$ cat src/gpio_pkg.sv
`default_nettype none
package gpio_pkg;
  // ------------------------------------------------------------
  // data-memory map
  // ------------------------------------------------------------
  localparam logic [7:0] ADDR_PORT_A = 8'h12;
  localparam logic [7:0] ADDR_PORT_A_DIR = 8'h13;
  localparam logic [7:0] ADDR_PORT_B = 8'h14;
  localparam logic [7:0] ADDR_PORT_B_DIR = 8'h15;
  localparam logic [7:0] ADDR_PORT_C = 8'h16;
  localparam logic [7:0] ADDR_PORT_C_DIR = 8'h17;
  localparam logic [7:0] ADDR_PORT_G = 8'h1E;
  localparam logic [7:0] ADDR_PORT_G_DIR = 8'h1F;
  // ------------------------------------------------------------
  // widths and reset values
  // ------------------------------------------------------------
  localparam int PORT_W = 8;
  localparam int PORT_G_W = 3;
  localparam logic [7:0] LATCH_RST = 8'hFF;
  localparam logic [7:0] DIR_RST = 8'hFF;
  localparam logic [7:0] PORT_G_MASK = 8'h07;
  // bit positions on port b / port g
  localparam int BUZZER_TRUE_BIT = 0;
  localparam int BUZZER_INV_BIT = 1;
  localparam int INT_BIT = 0;
  // timer top: counter counts from preload up to this and wraps
  localparam logic [7:0] TIMER_TOP = 8'hFF;
  // bit-operation kinds
  typedef enum logic [1:0] {OP_SET, OP_CLR, OP_CPL} bitop_t;
endpackage
`default_nettype wire

$ cat src/pin_cell.sv
`timescale 1ns/100ps
`default_nettype none
// one port of pad cells: output enable, drive value and pull-high
module pin_cell #(
  parameter int W = 8
) (
  input wire logic [W-1:0] latch,
  input wire logic [W-1:0] dir,
  input wire logic [W-1:0] force_val,
  input wire logic [W-1:0] force_en,
  input wire logic [W-1:0] avail,
  input wire logic pull_en,
  output logic [W-1:0] pad_out,
  output logic [W-1:0] pad_oe,
  output logic [W-1:0] pad_pullup
);
  // direction 0 means cmos output; alternate function overrides value
  assign pad_oe = ~dir & avail;
  assign pad_out = (force_en & force_val) | (~force_en & latch);
  // pull-high only on input lines; output driver wins anyway
  assign pad_pullup = {W{pull_en}} & dir & avail;
endmodule
`default_nettype wire

$ cat src/buzzer_div.sv
`timescale 1ns/100ps
`default_nettype none
// frequency divider: toggles on every timer overflow pulse
module buzzer_div (
  input wire logic clk,
  input wire logic resetn,
  input wire logic timer_overflow,
  output logic freq_divider_out
);
  logic tog_r;
  // ------------------------------------------------------------
  // toggle flop
  // ------------------------------------------------------------
  always_ff @(posedge clk or negedge resetn)
  begin
    if (!resetn)
      tog_r <= 1'b0;
    else if (timer_overflow)
      tog_r <= ~tog_r;
  end
  assign freq_divider_out = tog_r;
endmodule
`default_nettype wire

$ cat src/gpio_ports.sv
`timescale 1ns/100ps
`default_nettype none
// ------------------------------------------------------------
// four-port general purpose i/o with buzzer pair
// ------------------------------------------------------------
// Summary of operation
// - port latches at 12H, 14H, 16H, 1EH
// - read data samples inputs only when port read; port a also sampled every cycle for wake
// - output latch holds until rewritten
// - direction bit 1 input, 0 output
// - read gives pad if input, latch if output
// - direction registers at 13H, 15H, 17H, 1FH
// - reset makes every line input
// - bit ops read, modify, write back
// - port a lines wake from halt, per bit
// - port g upper five bits absent
// - port b lines 0,1 carry buzzer pair
// - buzzer drives outputs, inputs stay normal
// - port b bit0 latch gates buzzer
// - port g line0 is interrupt input
// - port g lines 1,2 need rc-io oscillator
// - pull-high option per port
// - port a cmos or schmitt input option
// - divider toggles on each timer overflow
module gpio_ports #(
  parameter int W = gpio_pkg::PORT_W
) (
  input wire logic clk,
  input wire logic resetn,
  // cpu data-memory side
  input wire logic [7:0] addr,
  input wire logic rd_en,
  input wire logic wr_en,
  input wire logic [7:0] wr_data,
  input wire logic bitop_en,
  input wire logic [1:0] bitop_kind,
  input wire logic [2:0] bitop_bit,
  input wire logic bitop_to_acc,
  output logic [7:0] rd_data,
  output logic rd_hit,
  // fixed options
  input wire logic [3:0] opt_pull_high,
  input wire logic opt_port_a_schmitt,
  input wire logic [7:0] opt_wake_en,
  input wire logic opt_buzzer_en,
  input wire logic opt_osc_rc_io,
  // timer overflow and halt state
  input wire logic timer_overflow,
  input wire logic halted,
  output logic wake_req,
  output logic ext_int_n,
  output logic port_a_schmitt,
  // pads
  input wire logic [7:0] port_a_in,
  input wire logic [7:0] port_b_in,
  input wire logic [7:0] port_c_in,
  input wire logic [2:0] port_g_in,
  output logic [7:0] port_a_out,
  output logic [7:0] port_a_oe,
  output logic [7:0] port_a_pullup,
  output logic [7:0] port_b_out,
  output logic [7:0] port_b_oe,
  output logic [7:0] port_b_pullup,
  output logic [7:0] port_c_out,
  output logic [7:0] port_c_oe,
  output logic [7:0] port_c_pullup,
  output logic [2:0] port_g_out,
  output logic [2:0] port_g_oe,
  output logic [2:0] port_g_pullup
);
  // ------------------------------------------------------------
  // storage: index 0..3 = ports a, b, c, g
  // ------------------------------------------------------------
  logic [7:0] latch_r [4];
  logic [7:0] dir_r [4];
  logic [7:0] rd_data_r;
  logic rd_hit_r;
  logic [7:0] port_a_prev_r;
  logic wake_r;
  logic [7:0] pad_in [4];
  logic [7:0] pad_view [4];
  logic [2:0] sel;
  logic sel_dir;
  logic sel_ok;
  logic [7:0] rmw_val;
  logic [7:0] rmw_nxt;
  logic freq_div;
  logic [7:0] b_force_val;
  logic [7:0] b_force_en;
  logic [7:0] g_avail;

  // address decode: index of port and latch/direction select
  function automatic logic [2:0] port_index(input logic [7:0] a);
    case (a)
      gpio_pkg::ADDR_PORT_A, gpio_pkg::ADDR_PORT_A_DIR: port_index = 3'd0;
      gpio_pkg::ADDR_PORT_B, gpio_pkg::ADDR_PORT_B_DIR: port_index = 3'd1;
      gpio_pkg::ADDR_PORT_C, gpio_pkg::ADDR_PORT_C_DIR: port_index = 3'd2;
      gpio_pkg::ADDR_PORT_G, gpio_pkg::ADDR_PORT_G_DIR: port_index = 3'd3;
      default: port_index = 3'd4;
    endcase
  endfunction

  // width mask; port g keeps only three real bits
  function automatic logic [7:0] port_mask(input logic [2:0] i);
    port_mask = (i == 3'd3) ? gpio_pkg::PORT_G_MASK : 8'hFF;
  endfunction

  assign sel = port_index(addr);
  assign sel_dir = addr[0];
  assign sel_ok = (sel != 3'd4);

  // ------------------------------------------------------------
  // pad input view
  // ------------------------------------------------------------
  assign pad_in[0] = port_a_in;
  assign pad_in[1] = port_b_in;
  assign pad_in[2] = port_c_in;
  assign pad_in[3] = {5'h00, port_g_in};

  // pad when input, latch when output; this view feeds rmw
  always_comb
  begin
    for (int i = 0; i < 4; i++)
      pad_view[i] = ((dir_r[i] & pad_in[i]) | (~dir_r[i] & latch_r[i]))
                    & port_mask(3'(i));
  end

  assign rmw_val = sel_ok ? pad_view[sel[1:0]] : 8'h00;

  // bit operation on the whole port value
  always_comb
  begin
    rmw_nxt = rmw_val;
    case (bitop_kind)
      gpio_pkg::OP_SET: rmw_nxt[bitop_bit] = 1'b1;
      gpio_pkg::OP_CLR: rmw_nxt[bitop_bit] = 1'b0;
      gpio_pkg::OP_CPL: rmw_nxt = ~rmw_val;
      default: rmw_nxt = rmw_val;
    endcase
  end

  // ------------------------------------------------------------
  // latches and direction registers
  // ------------------------------------------------------------
  // reset leaves everything input with latches high
  always_ff @(posedge clk or negedge resetn)
  begin
    if (!resetn)
    begin
      for (int i = 0; i < 3; i++)
      begin
        latch_r[i] <= gpio_pkg::LATCH_RST;
        dir_r[i] <= gpio_pkg::DIR_RST;
      end
      // port g has three real bits; absent ones must never hold a 1
      latch_r[3] <= gpio_pkg::LATCH_RST & gpio_pkg::PORT_G_MASK;
      dir_r[3] <= gpio_pkg::DIR_RST & gpio_pkg::PORT_G_MASK;
    end
    else if (sel_ok && !sel_dir && bitop_en && !bitop_to_acc)
      latch_r[sel[1:0]] <= rmw_nxt & port_mask(sel);
    else if (sel_ok && wr_en && !bitop_en)
    begin
      // writes to absent port g bits are dropped
      if (sel_dir)
        dir_r[sel[1:0]] <= wr_data & port_mask(sel);
      else
        latch_r[sel[1:0]] <= wr_data & port_mask(sel);
    end
  end

  // read path samples pads only in the read cycle, nothing kept
  always_ff @(posedge clk or negedge resetn)
  begin
    if (!resetn)
    begin
      rd_data_r <= 8'h00;
      rd_hit_r <= 1'b0;
    end
    else
    begin
      rd_hit_r <= sel_ok && (rd_en || (bitop_en && bitop_to_acc));
      if (sel_ok && bitop_en && bitop_to_acc)
        rd_data_r <= rmw_nxt & port_mask(sel);
      else if (sel_ok && rd_en)
        rd_data_r <= sel_dir ? (dir_r[sel[1:0]] & port_mask(sel))
                             : rmw_val;
      else
        rd_data_r <= 8'h00;
    end
  end
  assign rd_data = rd_data_r;
  assign rd_hit = rd_hit_r;

  // ------------------------------------------------------------
  // wake-up from halt on any enabled port a input line change
  // ------------------------------------------------------------
  // port a sampled every cycle; only the wake flag is gated by halted
  always_ff @(posedge clk or negedge resetn)
  begin
    if (!resetn)
    begin
      port_a_prev_r <= 8'hFF;
      wake_r <= 1'b0;
    end
    else
    begin
      port_a_prev_r <= port_a_in;
      wake_r <= halted &&
        (|((port_a_in ^ port_a_prev_r) & opt_wake_en & dir_r[0]));
    end
  end
  assign wake_req = wake_r;

  // ------------------------------------------------------------
  // buzzer pair and shared pins
  // ------------------------------------------------------------
  buzzer_div u_div (
    .clk(clk),
    .resetn(resetn),
    .timer_overflow(timer_overflow),
    .freq_divider_out(freq_div)
  );

  // latch bit0 gates both pins; inputs keep normal behaviour
  always_comb
  begin
    b_force_val = 8'h00;
    b_force_en = 8'h00;
    if (opt_buzzer_en)
    begin
      b_force_en[gpio_pkg::BUZZER_TRUE_BIT] = 1'b1;
      b_force_en[gpio_pkg::BUZZER_INV_BIT] = 1'b1;
      b_force_val[gpio_pkg::BUZZER_TRUE_BIT] =
        latch_r[1][gpio_pkg::BUZZER_TRUE_BIT] & freq_div;
      b_force_val[gpio_pkg::BUZZER_INV_BIT] =
        latch_r[1][gpio_pkg::BUZZER_TRUE_BIT] & ~freq_div;
    end
  end

  // oscillator pins unusable as i/o unless rc-io mode
  assign g_avail = {5'h00, opt_osc_rc_io, opt_osc_rc_io, 1'b1};
  assign ext_int_n = port_g_in[gpio_pkg::INT_BIT];
  assign port_a_schmitt = opt_port_a_schmitt;

  pin_cell #(.W(8)) u_cell_a (
    .latch(latch_r[0]), .dir(dir_r[0]), .force_val(8'h00),
    .force_en(8'h00), .avail(8'hFF), .pull_en(opt_pull_high[0]),
    .pad_out(port_a_out), .pad_oe(port_a_oe), .pad_pullup(port_a_pullup)
  );
  pin_cell #(.W(8)) u_cell_b (
    .latch(latch_r[1]), .dir(dir_r[1]), .force_val(b_force_val),
    .force_en(b_force_en), .avail(8'hFF), .pull_en(opt_pull_high[1]),
    .pad_out(port_b_out), .pad_oe(port_b_oe), .pad_pullup(port_b_pullup)
  );
  pin_cell #(.W(8)) u_cell_c (
    .latch(latch_r[2]), .dir(dir_r[2]), .force_val(8'h00),
    .force_en(8'h00), .avail(8'hFF), .pull_en(opt_pull_high[2]),
    .pad_out(port_c_out), .pad_oe(port_c_oe), .pad_pullup(port_c_pullup)
  );
  pin_cell #(.W(3)) u_cell_g (
    .latch(latch_r[3][2:0]), .dir(dir_r[3][2:0]), .force_val(3'h0),
    .force_en(3'h0), .avail(g_avail[2:0]), .pull_en(opt_pull_high[3]),
    .pad_out(port_g_out), .pad_oe(port_g_oe), .pad_pullup(port_g_pullup)
  );
endmodule
`default_nettype wire

$ cat config.mk
export PLATFORM = sky130hd
export DESIGN_NAME = gpio_ports
export DESIGN_NICKNAME = d
export VERILOG_FILES = /design/src/gpio_pkg.sv /design/src/pin_cell.sv /design/src/buzzer_div.sv /design/src/gpio_ports.sv
export SDC_FILE = /design/constraint.sdc
export NUM_CORES = 1
export LEC_CHECK = 0
export ABC_AREA = 0
export BUFFER_PORTS_ARGS = -buffer_cell sky130_fd_sc_hd__buf_2
export CAP_MARGIN = 20
export CORE_ASPECT_RATIO = 1.2
export CORE_MARGIN = 1.5
export CORE_UTILIZATION = 46
export CTS_BUF_LIST = sky130_fd_sc_hd__clkbuf_8 sky130_fd_sc_hd__clkbuf_16
export DETAILED_ROUTE_END_ITERATION = 7
export GPL_ROUTABILITY_DRIVEN = 0
export PLACE_DENSITY = 0.74
export SYNTH_ARGS = -nofsm -noshare
export SYNTH_HDL_FRONTEND = slang
export SYNTH_SLANG_ARGS = --single-unit
export TNS_END_PERCENT = 100
$ cat constraint.sdc
create_clock -name clk -period 1.9 [get_ports clk]
set_input_delay 0.095 -clock clk [delete_from_list [all_inputs] [get_ports clk]]
set_output_delay 0.095 -clock clk [all_outputs]
set_load 0.03 [all_outputs]
==> metrics.csv <==
metric;value;unit
Hold Startpoint;wr_data[7];
peak supply drop;0.000416;V
vias in the first global route;5079;
RSZ-0062 raised after global routing;yes;
Main synth FF type;dfstp_2;
status;complete, but fails checks;
post-synthesis async set-or-reset flop share;100;%
worst hold path depth;3;
Starting Density;47.6;%
r2r worst-path depth;6;
Min Clock Period, post-route;2120;ps
Crit path required time;2180;ps
startpoint type of the worst setup path;register;
failing checks;negative setup slack;
Fill cells;710;
Yosys reg bits;73;
worst-margin pin slew;628;ps
layout net count;835;
Post-Syn Instances;523;
Clk Latency, worst-skew pair;350;ps
Slew HR;58.0;%
sequential cell area fraction in the yosys report;39.8;%
Lkg Pwr;3.35;nW
vias per cell;6.02;
Clock H-tree levels;3;
GR Util All Layers;32.9;%
CTS max path bufs;2;
Slowest cell on crit path;dfstp_2;
Slew Viols, Final;0;
Routed WL;19.2;mm
Max Cap Viol;0;
synth warn;0;
final instance area;7110;sq um
Netlist cell types;64;
Syn Area/Cell;9.15;sq um
die footprint;11000;sq um
drt drc;0;
most frequent cells in the layout;161 x buf_2, 102 x buf_4, 62 x dfstp_2;
P per Cell Area;647;nW/um^2
setup_tns;-2650;ps
number of buffers and inverters on the critical path;0;
reg-to-reg slack, setup;-220;ps
Worst Setup EP;latch_r[17];
gr ovfl total;0;
detailed-placement wirelength estimate;13.4;mm
layout cells sized above 1;56.3;%
CTS Buf Count;9;
Critical Path Stages;6;
ant diodes;0;
fin crit share;112;%
clock sink count;73;
clock skew;7.39;ps
Worst path max stage delay;580;ps
post-synth top area share;34.0;%
Area contributors post-synth;dfstp_2 34%, mux2_2 6.8%, dfrtp_1 5.8%;
Die Y;115;um
Crit path arrival time;2400;ps
CORE AREA;10100;sq um
largest area contributor in the netlist;dfstp_2;
CTS tree;yes;
Antenna Nets Post-Route;0;
Hold Path Class;in -> reg;
post-layout util;70.7;%
antenna violations before repair;0;
root buf cell;clkbuf_16;
Setup violations, final;25;
RR Startpoint;dir_r[9];
boundary pin count;164;
syn nets;594;
WL per Instance;21.4;um
commonest non-fill, non-tap cell in the layout;buf_2;
vias after detailed routing;5386;
Critical Path Fanout Max;4;
FP Rows;40;
mapped cell area;4790;sq um
WS Path Type;reg -> reg;
IO buf count;161;
Overall Power;4.60;mW
clk slew on worst S/H paths;60;ps
post-route setup slack;-221;ps
crit-path cells;mux2i_4 -> a2111oi_4 -> o2111ai_2 -> mux2i_1 -> o211ai_1 -> mux2_4;
global-route wire length before repair;26.8;mm
dpl cell area;6260;sq um
Critical Path Sink Type;register;
Die W;96.1;um
largest net degree at the start of global routing;38;
Max Fclk;0.472;GHz
r2r endpoint;latch_r[17];
first drt pass iteration count;6;
Area Overhead vs Synth;48.6;%
Crit path max-delay family;compound AO/OA/AOI/OAI gates;
Hold Fails Final Rpt;0;
Setup crit start;dir_r[9];
Iter 0 DRT Violations;641;
Post-synth EDFFs;0;
## routing by layer
| layer | track usage, % | routed length, um | up-vias |
|---|---|---|---|
| li1 | - | - | 2311 |
| met1 | 40.6 | 7210 | 2546 |
| met2 | 54.0 | 9010 | 419 |
| met3 | 8.60 | 1830 | 110 |
| met4 | 14.0 | 1120 | 0 |
| met5 | 0 | 0 | - |
## worst min-delay path by stage
stage / end / slack [ps]
after floorplan: rd_data[0] / -200
after global placement: rd_data[5] / 110
after detailed placement: rd_data[5] / 120
after CTS: dir_r[23] / 9
after global routing: dir_r[23] / 10
final: dir_r[23] / 10
## metrics by stage
| step | instances | worst slack, ps | hold slack, ps |
|---|---|---|---|
| after global placement | 856 | -280 | 108 |
| after global routing | 895 | -252 | 14.3 |
| after CTS | 891 | -79.6 | 8.71 |
| after detailed placement | 856 | -397 | 117 |
| after floorplan | 523 | -24.1 | -201 |
| final | 895 | -221 | 12.3 |
## timing repair
item | in CTS | in global routing
gates cloned | 0 | 0
buffers inserted | 7 | 5
endpoints found under the setup margin | 29 | 37
resized for setup | 25 | 39
pin swaps | 12 | 23
hold buffers | 12 | 0
endpoints found under the hold margin | 14 | 0
## state kept, by name, indices dropped and copies added, names as in the netlist
name	flops
rd_hit	1
latch_r	27
rd_data	8
port_a_prev_r	8
u_div.freq_divider_out	1
dir_r	27
wake_req	1
## final cells by class
| class | instances | area (sq um) | share of cell area, % |
|---|---|---|---|
| Multi-Input combinational cell | 367 | 2820 | 39.7 |
| Timing Repair Buffer | 280 | 1780 | 25.1 |
| Clock inverter | 6 | 83.8 | 1.18 |
| Tap cell | 126 | 158 | 2.22 |
| Inverter | 33 | 124 | 1.74 |
| Clock buffer | 10 | 239 | 3.36 |
| Sequential cell | 73 | 1900 | 26.8 |
## power by group
part	switching, mW	internal, mW
Combinational	0.605	0.396
Clock	0.678	1.18
Sequential	0.0684	1.68
## worst min-delay path, delay by kind of cell
kind	cells	cell delay, ps
buf+inv	1	130
compound gates	1	70
simple gates	1	50
## Yosys cell counts, types with 6 or more instances
| master | n |
|---|---|
| and2_1 | 36 |
| mux2i_1 | 22 |
| mux2_2 | 29 |
| dfrtp_1 | 11 |
| o2111ai_1 | 6 |
| o22ai_1 | 7 |
| a21oi_1 | 24 |
| nand2b_1 | 7 |
| nand2_1 | 38 |
| inv_1 | 32 |
| nor4_1 | 8 |
| clkbuf_1 | 16 |
| dfstp_2 | 62 |
| a31oi_1 | 11 |
| and3_1 | 8 |
| buf_4 | 27 |
| nor3_1 | 11 |
| nor2_1 | 33 |
| nor2b_1 | 6 |
| o21ai_0 | 27 |
| nand3_1 | 18 |
| xor2_1 | 14 |
## logic make-up after synthesis
| group | Yosys count | share of synthesized area, % |
|---|---|---|
| xor gates and xnor gates | 14 | 2.56 |
| buffers and inverters | 83 | 8.86 |
| DFF | 73 | 39.8 |
| AOI/OAI and AO/OA | 115 | 16.5 |
| and+or+nand+nor | 187 | 20.9 |
| muxes | 51 | 11.4 |
Power figures use the tool's default switching activity.
